--- config.mk ---
export PLATFORM = sky130hd
export DESIGN_NAME = metcfg_top
export DESIGN_NICKNAME = d
export VERILOG_FILES = /design/src/metcfg_pkg.sv /design/src/metcfg_pulse_gen.sv /design/src/metcfg_top.sv
export VERILOG_INCLUDE_DIRS = /design/src
export SDC_FILE = /design/constraint.sdc
export NUM_CORES = 1
export LEC_CHECK = 0
export ABC_AREA = 0
export BUFFER_PORTS_ARGS = -buffer_cell sky130_fd_sc_hd__buf_2
export CAP_MARGIN = 20
export CORE_MARGIN = 1
export CORE_UTILIZATION = 55
export CTS_CLUSTER_SIZE = 10
export DETAILED_ROUTE_END_ITERATION = 10
export PLACE_DENSITY = 0.81
export SLEW_MARGIN = 5
export SYNTH_ARGS = -nofsm -noshare
export SYNTH_HDL_FRONTEND = slang
export SYNTH_SLANG_ARGS = --single-unit
--- constraint.sdc ---
create_clock -name ref_clk_in -period 3.77 [get_ports ref_clk_in]
set_input_delay 0.377 -clock ref_clk_in [delete_from_list [all_inputs] [get_ports ref_clk_in]]
set_output_delay 0.377 -clock ref_clk_in [all_outputs]
set_load 0.005 [all_outputs]
--- src/metcfg_consts.svh ---
// Offsets, field positions, reset values and timing counts of the metering config block
`ifndef METCFG_CONSTS_SVH
`define METCFG_CONSTS_SVH
`define METCFG_ADDR_GENERAL_CONFIG 16'h0481
`define METCFG_ADDR_PULSE_MODE     16'h0490
`define METCFG_BURST_LO            16'h0500
`define METCFG_BURST_HI            16'h06ff
`define METCFG_GC_EXTERNAL_REFERENCE_SELECT          15
`define METCFG_GC_COMBINE          12
`define METCFG_GC_BURST            11
`define METCFG_GC_SETTLE_HI        9
`define METCFG_GC_SETTLE_LO        8
`define METCFG_GC_ACC_CLR          5
`define METCFG_GC_PIN4_HI          3
`define METCFG_GC_PIN4_LO          2
`define METCFG_GC_PIN3             1
`define METCFG_GC_SOFTWARE_RESET_TRIGGER            0
`define METCFG_PM_DIS_LO           12
`define METCFG_PM_DIS_HI           15
`define METCFG_GC_RESET            16'h0000
`define METCFG_PM_RESET            16'h0000
`define METCFG_CLK_KHZ             100000
`define METCFG_SETTLE_A_MS         64
`define METCFG_SETTLE_B_MS         128
`define METCFG_SETTLE_C_MS         256
`define METCFG_PULSE_MS            80
`define METCFG_SETTLE_A_CYC        (`METCFG_SETTLE_A_MS * `METCFG_CLK_KHZ)
`define METCFG_SETTLE_B_CYC        (`METCFG_SETTLE_B_MS * `METCFG_CLK_KHZ)
`define METCFG_SETTLE_C_CYC        (`METCFG_SETTLE_C_MS * `METCFG_CLK_KHZ)
`define METCFG_PULSE_CYC           (`METCFG_PULSE_MS * `METCFG_CLK_KHZ)
`endif

--- src/metcfg_pkg.sv ---
// Types shared by the metering config block
package metcfg_pkg;
  typedef enum logic [1:0] {
    METCFG_SETTLE_64,
    METCFG_SETTLE_128,
    METCFG_SETTLE_256,
    METCFG_SETTLE_NONE
  } metcfg_settle_t;
  typedef enum logic [1:0] {
    METCFG_P4_DFC0,
    METCFG_P4_DFC1,
    METCFG_P4_EVENT,
    METCFG_P4_IDLE
  } metcfg_pin4_src_t;
  typedef enum {
    METCFG_ST_IDLE,
    METCFG_ST_WAIT,
    METCFG_ST_RUN
  } metcfg_run_state_t;
endpackage

--- src/metcfg_pulse_gen.sv ---
// One active-low pulse pin stretcher with disable and status gating
`timescale 1ns/1ps
module metcfg_pulse_gen #(
  parameter int unsigned WIDTH_CYC = 8000000
) (
  input  wire logic ref_clk_in,
  input  wire logic nrst_in,
  input  wire logic clear_in,
  input  wire logic trig_in,
  input  wire logic disable_in,
  output logic      pin_n_out,
  output logic      status_out
);
  localparam int CW = $clog2(WIDTH_CYC + 1);
  logic [CW-1:0] cnt_reg;

  always_ff @(posedge ref_clk_in or negedge nrst_in) begin
    if (!nrst_in) begin
      cnt_reg <= '0;
    end else if (clear_in || disable_in) begin
      cnt_reg <= '0;
    end else if (trig_in) begin
      cnt_reg <= CW'(WIDTH_CYC);
    end else if (cnt_reg != '0) begin
      cnt_reg <= cnt_reg - 1'b1;
    end
  end

  always_ff @(posedge ref_clk_in or negedge nrst_in) begin
    if (!nrst_in) begin
      pin_n_out <= 1'b1;
    end else if (clear_in || disable_in) begin
      pin_n_out <= 1'b1;
    end else if (trig_in) begin
      pin_n_out <= 1'b0;
    end else begin
      pin_n_out <= (cnt_reg <= CW'(1));
    end
  end

  always_ff @(posedge ref_clk_in or negedge nrst_in) begin
    if (!nrst_in) begin
      status_out <= 1'b0;
    end else begin
      status_out <= trig_in && !disable_in && !clear_in;
    end
  end

  dis_pin_high_a: assert property (@(posedge ref_clk_in) disable iff (!nrst_in)
    disable_in |=> pin_n_out) else $error("Disabled pulse pin not high");
  dis_no_status_a: assert property (@(posedge ref_clk_in) disable iff (!nrst_in)
    disable_in |=> !status_out) else $error("Status flagged on disabled pin");
  pulse_low_a: assert property (@(posedge ref_clk_in) disable iff (!nrst_in)
    (trig_in && !disable_in && !clear_in) |=> !pin_n_out) else $error("Pulse did not go low");
endmodule

--- src/metcfg_top.sv ---
// Metering configuration and pulse output control registers
`timescale 1ns/1ps
`include "metcfg_consts.svh"
module metcfg_top
  import metcfg_pkg::*;
#(
  parameter int unsigned SETTLE_A_CYC = `METCFG_SETTLE_A_CYC,
  parameter int unsigned SETTLE_B_CYC = `METCFG_SETTLE_B_CYC,
  parameter int unsigned SETTLE_C_CYC = `METCFG_SETTLE_C_CYC,
  parameter int unsigned PULSE_CYC    = `METCFG_PULSE_CYC,
  parameter int unsigned PINS         = 4
) (
  input  wire logic        ref_clk_in,
  input  wire logic        nrst_in,
  input  wire logic [15:0] reg_addr_in,
  input  wire logic        reg_wr_in,
  input  wire logic        reg_rd_in,
  input  wire logic [15:0] reg_wdata_in,
  input  wire logic [15:0] spi_rd_addr_in,
  input  wire logic        irq_a_events_in,
  input  wire logic        irq_b_events_in,
  input  wire logic        accum_start_in,
  input  wire logic [3:0]  dfc_pulse_in,
  input  wire logic        event_in,
  input  wire logic        zero_cross_in,
  output logic [15:0]      reg_rdata_out,
  output logic             external_reference_select_out,
  output logic             interrupt_pin_a_n_out,
  output logic             interrupt_pin_b_n_out,
  output logic             burst_read_ok_out,
  output logic             crc_append_out,
  output logic             accum_run_out,
  output logic             pulse_accumulator_clear_out,
  output logic             software_reset_out,
  output logic [3:0]       pulse_pin_n_out,
  output logic [3:0]       pulse_status_flag_out
);
  logic             external_reference_select_reg;
  logic             combine_reg;
  logic             burst_reg;
  metcfg_settle_t   settle_reg;
  metcfg_pin4_src_t pin4_src_reg;
  logic             pin3_src_reg;
  logic [3:0]       pin_dis_reg;
  logic             acc_clr_reg;
  logic             software_reset_trigger_reg;
  logic             wr_gc;
  logic             wr_pm;
  logic [3:0]       gen_pin_n;
  logic [3:0]       gen_status;
  metcfg_run_state_t run_state_reg;
  logic [31:0]      settle_cnt_reg;
  logic [31:0]      settle_target;

  function automatic logic addr_is(input logic [15:0] a, input logic [15:0] ref_a);
    addr_is = (a == ref_a);
  endfunction

  assign wr_gc = reg_wr_in && addr_is(reg_addr_in, `METCFG_ADDR_GENERAL_CONFIG);
  assign wr_pm = reg_wr_in && addr_is(reg_addr_in, `METCFG_ADDR_PULSE_MODE);

  // Configuration fields of general config
  always_ff @(posedge ref_clk_in or negedge nrst_in) begin
    if (!nrst_in) begin
      external_reference_select_reg  <= 1'b0;
      combine_reg  <= 1'b0;
      burst_reg    <= 1'b0;
      settle_reg   <= METCFG_SETTLE_64;
      pin4_src_reg <= METCFG_P4_DFC0;
      pin3_src_reg <= 1'b0;
    end else if (software_reset_trigger_reg) begin
      external_reference_select_reg  <= 1'b0;
      combine_reg  <= 1'b0;
      burst_reg    <= 1'b0;
      settle_reg   <= METCFG_SETTLE_64;
      pin4_src_reg <= METCFG_P4_DFC0;
      pin3_src_reg <= 1'b0;
    end else if (wr_gc) begin
      external_reference_select_reg  <= reg_wdata_in[`METCFG_GC_EXTERNAL_REFERENCE_SELECT];
      combine_reg  <= reg_wdata_in[`METCFG_GC_COMBINE];
      burst_reg    <= reg_wdata_in[`METCFG_GC_BURST];
      settle_reg   <= metcfg_settle_t'(reg_wdata_in[`METCFG_GC_SETTLE_HI:`METCFG_GC_SETTLE_LO]);
      pin4_src_reg <= metcfg_pin4_src_t'(reg_wdata_in[`METCFG_GC_PIN4_HI:`METCFG_GC_PIN4_LO]);
      pin3_src_reg <= reg_wdata_in[`METCFG_GC_PIN3];
    end
  end

  // Pulse pin disables
  always_ff @(posedge ref_clk_in or negedge nrst_in) begin
    if (!nrst_in) begin
      pin_dis_reg <= 4'(`METCFG_PM_RESET >> `METCFG_PM_DIS_LO);
    end else if (software_reset_trigger_reg) begin
      pin_dis_reg <= 4'h0;
    end else if (wr_pm) begin
      pin_dis_reg <= reg_wdata_in[`METCFG_PM_DIS_HI:`METCFG_PM_DIS_LO];
    end
  end

  // Self-clearing strobes
  always_ff @(posedge ref_clk_in or negedge nrst_in) begin
    if (!nrst_in) begin
      acc_clr_reg <= 1'b0;
      software_reset_trigger_reg   <= 1'b0;
    end else begin
      acc_clr_reg <= wr_gc && reg_wdata_in[`METCFG_GC_ACC_CLR] && !software_reset_trigger_reg;
      software_reset_trigger_reg   <= wr_gc && reg_wdata_in[`METCFG_GC_SOFTWARE_RESET_TRIGGER] && !software_reset_trigger_reg;
    end
  end

  // Read data, write-only and reserved bits read zero
  always_ff @(posedge ref_clk_in or negedge nrst_in) begin
    if (!nrst_in) begin
      reg_rdata_out <= 16'h0000;
    end else if (reg_rd_in && addr_is(reg_addr_in, `METCFG_ADDR_GENERAL_CONFIG)) begin
      reg_rdata_out <= {external_reference_select_reg, 2'h0, combine_reg, burst_reg, 1'h0, settle_reg, 4'h0,
                        pin4_src_reg, pin3_src_reg, 1'h0};
    end else if (reg_rd_in && addr_is(reg_addr_in, `METCFG_ADDR_PULSE_MODE)) begin
      reg_rdata_out <= {pin_dis_reg, 12'h000};
    end else begin
      reg_rdata_out <= 16'h0000;
    end
  end

  // Interrupt pins, active low
  always_ff @(posedge ref_clk_in or negedge nrst_in) begin
    if (!nrst_in) begin
      interrupt_pin_a_n_out <= 1'b1;
      interrupt_pin_b_n_out <= 1'b1;
    end else begin
      interrupt_pin_a_n_out <= !irq_a_events_in;
      interrupt_pin_b_n_out <= !(irq_b_events_in || (combine_reg && irq_a_events_in));
    end
  end

  // Burst window and CRC suppression
  always_ff @(posedge ref_clk_in or negedge nrst_in) begin
    if (!nrst_in) begin
      burst_read_ok_out <= 1'b0;
      crc_append_out    <= 1'b1;
    end else begin
      burst_read_ok_out <= burst_reg && spi_rd_addr_in >= `METCFG_BURST_LO
                           && spi_rd_addr_in <= `METCFG_BURST_HI;
      crc_append_out    <= !burst_reg;
    end
  end

  always_comb begin
    case (settle_reg)
      METCFG_SETTLE_64:   settle_target = SETTLE_A_CYC;
      METCFG_SETTLE_128:  settle_target = SETTLE_B_CYC;
      METCFG_SETTLE_256:  settle_target = SETTLE_C_CYC;
      METCFG_SETTLE_NONE: settle_target = 32'h0000_0000;
      default:            settle_target = 32'h0000_0000;
    endcase
  end

  // Settle wait before accumulation
  always_ff @(posedge ref_clk_in or negedge nrst_in) begin
    if (!nrst_in) begin
      run_state_reg  <= METCFG_ST_IDLE;
      settle_cnt_reg <= 32'h0000_0000;
    end else if (!accum_start_in || software_reset_trigger_reg) begin
      run_state_reg  <= METCFG_ST_IDLE;
      settle_cnt_reg <= 32'h0000_0000;
    end else begin
      case (run_state_reg)
        METCFG_ST_IDLE: begin
          settle_cnt_reg <= 32'h0000_0000;
          run_state_reg  <= METCFG_ST_WAIT;
        end
        METCFG_ST_WAIT: begin
          if (settle_cnt_reg >= settle_target) begin
            run_state_reg <= METCFG_ST_RUN;
          end else begin
            settle_cnt_reg <= settle_cnt_reg + 32'h0000_0001;
          end
        end
        METCFG_ST_RUN: run_state_reg <= METCFG_ST_RUN;
        default: run_state_reg <= METCFG_ST_IDLE;
      endcase
    end
  end

  always_ff @(posedge ref_clk_in or negedge nrst_in) begin
    if (!nrst_in) begin
      accum_run_out <= 1'b0;
    end else begin
      accum_run_out <= accum_start_in && !software_reset_trigger_reg && run_state_reg == METCFG_ST_RUN;
    end
  end

  generate
    for (genvar i = 0; i < PINS; i++) begin : g_pin
      metcfg_pulse_gen #(
        .WIDTH_CYC (PULSE_CYC)
      ) u_gen (
        .ref_clk_in (ref_clk_in),
        .nrst_in    (nrst_in),
        .clear_in   (acc_clr_reg),
        .trig_in    (dfc_pulse_in[i] && accum_run_out),
        .disable_in (pin_dis_reg[i]),
        .pin_n_out  (gen_pin_n[i]),
        .status_out (gen_status[i])
      );
    end
  endgenerate

  // Pin source muxing, disabled pins held high
  always_ff @(posedge ref_clk_in or negedge nrst_in) begin
    if (!nrst_in) begin
      pulse_pin_n_out       <= 4'hf;
      pulse_status_flag_out <= 4'h0;
    end else begin
      pulse_status_flag_out <= gen_status;
      pulse_pin_n_out[1:0]  <= gen_pin_n[1:0];
      if (pin_dis_reg[2]) begin
        pulse_pin_n_out[2] <= 1'b1;
      end else begin
        pulse_pin_n_out[2] <= pin3_src_reg ? zero_cross_in : gen_pin_n[2];
      end
      if (pin_dis_reg[3]) begin
        pulse_pin_n_out[3] <= 1'b1;
      end else begin
        case (pin4_src_reg)
          METCFG_P4_DFC0:  pulse_pin_n_out[3] <= gen_pin_n[3];
          METCFG_P4_DFC1:  pulse_pin_n_out[3] <= gen_pin_n[3];
          METCFG_P4_EVENT: pulse_pin_n_out[3] <= event_in;
          default:         pulse_pin_n_out[3] <= 1'b1;
        endcase
      end
    end
  end

  always_ff @(posedge ref_clk_in or negedge nrst_in) begin
    if (!nrst_in) begin
      external_reference_select_out <= 1'b0;
      pulse_accumulator_clear_out   <= 1'b0;
      software_reset_out            <= 1'b0;
    end else begin
      external_reference_select_out <= external_reference_select_reg;
      pulse_accumulator_clear_out   <= acc_clr_reg;
      software_reset_out            <= software_reset_trigger_reg;
    end
  end

  combine_pin_b_a: assert property (@(posedge ref_clk_in) disable iff (!nrst_in)
    (combine_reg && irq_a_events_in) |=> !interrupt_pin_b_n_out) else $error("Pin B missed combined event");
  pin_a_own_a: assert property (@(posedge ref_clk_in) disable iff (!nrst_in)
    irq_a_events_in |=> !interrupt_pin_a_n_out) else $error("Pin A missed own event");
  crc_off_a: assert property (@(posedge ref_clk_in) disable iff (!nrst_in)
    burst_reg |=> !crc_append_out) else $error("CRC appended in burst mode");
  acc_clr_self_a: assert property (@(posedge ref_clk_in) disable iff (!nrst_in)
    (acc_clr_reg && !(wr_gc && reg_wdata_in[`METCFG_GC_ACC_CLR])) |=> !acc_clr_reg)
    else $error("Accumulator clear did not self-clear");
  software_reset_trigger_fields_a: assert property (@(posedge ref_clk_in) disable iff (!nrst_in)
    software_reset_trigger_reg |=> (!combine_reg && !burst_reg && pin_dis_reg == 4'h0 && !software_reset_trigger_reg))
    else $error("Software reset left fields set");
  pin4_dis_a: assert property (@(posedge ref_clk_in) disable iff (!nrst_in)
    pin_dis_reg[3] |=> pulse_pin_n_out[3]) else $error("Pin 4 low while disabled");
  settle_none_a: assert property (@(posedge ref_clk_in) disable iff (!nrst_in)
    (settle_reg == METCFG_SETTLE_NONE && !software_reset_trigger_reg && accum_start_in && run_state_reg == METCFG_ST_IDLE)
    ##1 (accum_start_in && !software_reset_trigger_reg && settle_reg == METCFG_SETTLE_NONE)[*2]
    |=> accum_run_out) else $error("Zero settle did not start at once");
  pin3_zx_a: assert property (@(posedge ref_clk_in) disable iff (!nrst_in)
    (pin3_src_reg && !pin_dis_reg[2]) |=> pulse_pin_n_out[2] == $past(zero_cross_in))
    else $error("Pin 3 not following zero crossing");
endmodule

==> summary.txt <==
total number of vias: 7598
FMAX: 368 MHz
CTS Buf Count: 17
Min Clock Period, post-route: 2.72 ns
FFs w/ async S/R, synth: 100%
initial antenna violation count: 0
MaxCap Viol Count: 0
largest net degree at the start of global routing: 91
pre-CTS setup slack: 1.19 ns
max FFs per register: 92
GP Congestion: 0.872
Initial Util: 57.1%
Residual DRC: 0
Unique masters post-synth: 69
n_diodes: 0
gr usage total: 25.0%
first-pass GRT wire length: 34.9 mm
clk_skew: 0.00649 ns
Non-Filler Instances: 1244
post-synthesis register bit count: 174
status: complete, but fails checks
CTS Hold Bufs: 0
Yosys top cell by area: dfrtp_1
Cell Rows: 46
Slew Limit Headroom: 34.2%
CP Data Required Time: 4.07 ns
mapped cell area: 0.00918 mm²
synth warn: 0
failing checks: hold timing
synth top area cells: dfrtp_1, nor2_1, ha_1
Post-Synthesis Cells: 950
Post-synth EDFFs: 0
final-report max-slew violation count: 0
Avg Vias per Cell: 6.11
vias in the first global route: 7242
WL final: 20.7 mm
Die W: 131 µm
fin nets: 1105
latest clock arrival within the worst-skew pair: 0.43 ns
launching element type of the critical path: flip-flop
WHS: -0.00591 ns
dpl cells: 1212
FF/Latch Area: 0.00437 mm²
clock buffer depth: 2
Arr. time, crit path: 3.01 ns
Root Buffer: clkbuf_16
Lkg Pwr: 4.51 nW
port bufs: 74
htree depth: 4
routed len/inst: 16.6 µm
Die Ht: 131 µm
postcts setup bufs: 0
Iteration-0 DRC Markers: 731
Syn Area/Cell: 9.66 µm²
post-synth top area share: 44.5%
post-detail-place hpwl: 13.8 mm
CP Max Fanout: 15
worst min path class: input port to asynchronous set/reset pin
I/O pin total: 93
clock sink count: 174
worst-margin pin slew: 0.978 ns
post-CTS resize count: 0
Final setup violation count: 0
register area share after synthesis: 47.6%
RSZ-0062 raised after global routing: no
kind of critical path: flip-flop to flip-flop
Layout Area Growth over Synthesis: 13.1%
share of cells above drive strength 1: 15.1%
Detail Route Antenna Nets: 0
worst setup margin: 1.05 ns
Core Util, Final: 64.6%
Multi-input gate area: 0.00448 mm²
Setup TNS: 0 ns
DR pass1 iterations: 5
Fillers: 1196
GR Overflow Total: 0
Critical Path Sink Type: flip-flop
Clock transition at path regs: 0.06 ns
core area: 0.0161 mm²
worst vdd ir: 0.380 mV
final period utilization: 72.0%
Final Hold Fails: 3
Power Density: 577 mW/mm²
commonest register cell after synthesis: dfrtp_1
CTS tree: yes
die area: 0.0172 mm²
## Yosys cell counts (13+ instances only)
library cell,number
clkbuf_1,33
o211ai_1,13
xnor2_1,16
or3_1,19
nor3_1,31
dfrtp_1,163
nand4_1,18
or4_1,18
a31oi_1,22
nor2_1,115
nand3_1,25
mux2i_1,20
nor4_1,22
a21oi_1,50
nand2_1,53
inv_1,40
and2_1,17
ha_1,29
o21ai_0,34
xor2_1,33
## layout by cell type, fill, tap and decap left out, types with 20 or more instances in the layout
master	count
nor4_1	22
nand3_1	25
xor2_1	33
a31oi_1	22
mux2i_1	20
nand2_1	53
nor3_1	31
a21oi_1	50
nor2_1	115
dfrtp_1	163
o21ai_0	34
buf_2	73
inv_1	40
ha_1	29
## where the power goes
group	internal (mW)	total (mW)	leakage (nW)	switching [mW]
Combinational	0.600	1.47	2.02	0.874
Sequential	2.22	2.62	2.19	0.395
Clock	1.13	1.89	0.301	0.761
Total	3.96	5.99	4.51	2.03
## per-layer routing
layer / part of all wire, % / global-route usage (%) / routed length, µm
met5: 0 / 0 / 0
met4: 1.7 / 8.50 / 351
met3: 4.6 / 4.86 / 953
met2: 47 / 39.9 / 9700
met1: 47 / 34.1 / 9660
## per-stage QoR
stage | total power [mW] | hold WS, ns | cell area, µm²
2_1_floorplan | 3.65 | 0.0814 | 9200
4_1_cts | 5.99 | 0.0353 | 10400
3_5_place_dp | 4.07 | 0.336 | 9750
6_report | 5.99 | -0.00591 | 10400
3_3_place_gp | 4.01 | 0.333 | 9750
5_1_grt | 6.32 | 0.0436 | 10400
## final cells by class
| type | count | share of cell area, % |
|---|---|---|
| Multi-Input combinational cell | 696 | 43.2 |
| Sequential cell | 174 | 42.1 |
| Timing Repair Buffer | 86 | 4.62 |
| Clock buffer | 20 | 4.30 |
| Tap cell | 216 | 2.60 |
| Clock inverter | 12 | 1.77 |
| Inverter | 40 | 1.45 |
## logic make-up after synthesis
kind of cell    share of synthesized area, %
xor+xnor                                4.68
fa+ha+maj                               3.95
buf+inv                                 3.86
other cells                           0.0409
compound gates                          14.9
flops                                   47.6
simple gates                            22.6
mux                                     2.30
## critical path, stage by stage (launching register included)
cell and delay, ns:
dfrtp_1 0.43, nor4_1 0.60, nand3_1 0.58, nor3_1 0.65
nor4_1 0.16, mux2i_1 0.16
## final timing paths
check | slack [ns] | start | depth (start not counted) | endpoint
worst min-delay path | -0.006 | nrst_in | 1 | g_pin[3].u_gen.cnt_reg[7]$_DFFE_PN0P_
worst min register to register | 0.34 | g_pin[1].u_gen.status_out$_DFF_PN0_ | 0 | pulse_status_flag_out[1]$_DFF_PN0_
max in group asynchronous | 2.84 | nrst_in | 2 | crc_append_out$_DFF_PN1_
min in group ref_clk_in | 0.05 | irq_b_events_in | 2 | interrupt_pin_b_n_out$_DFF_PN1_
worst max-delay path | 1.05 | g_pin[0].u_gen.cnt_reg[9]$_DFFE_PN0P_ | 5 | g_pin[0].u_gen.cnt_reg[6]$_DFFE_PN0P_
worst max register to register | 1.05 | g_pin[0].u_gen.cnt_reg[9]$_DFFE_PN0P_ | 5 | g_pin[0].u_gen.cnt_reg[6]$_DFFE_PN0P_
Power figures use the tool's default switching activity.
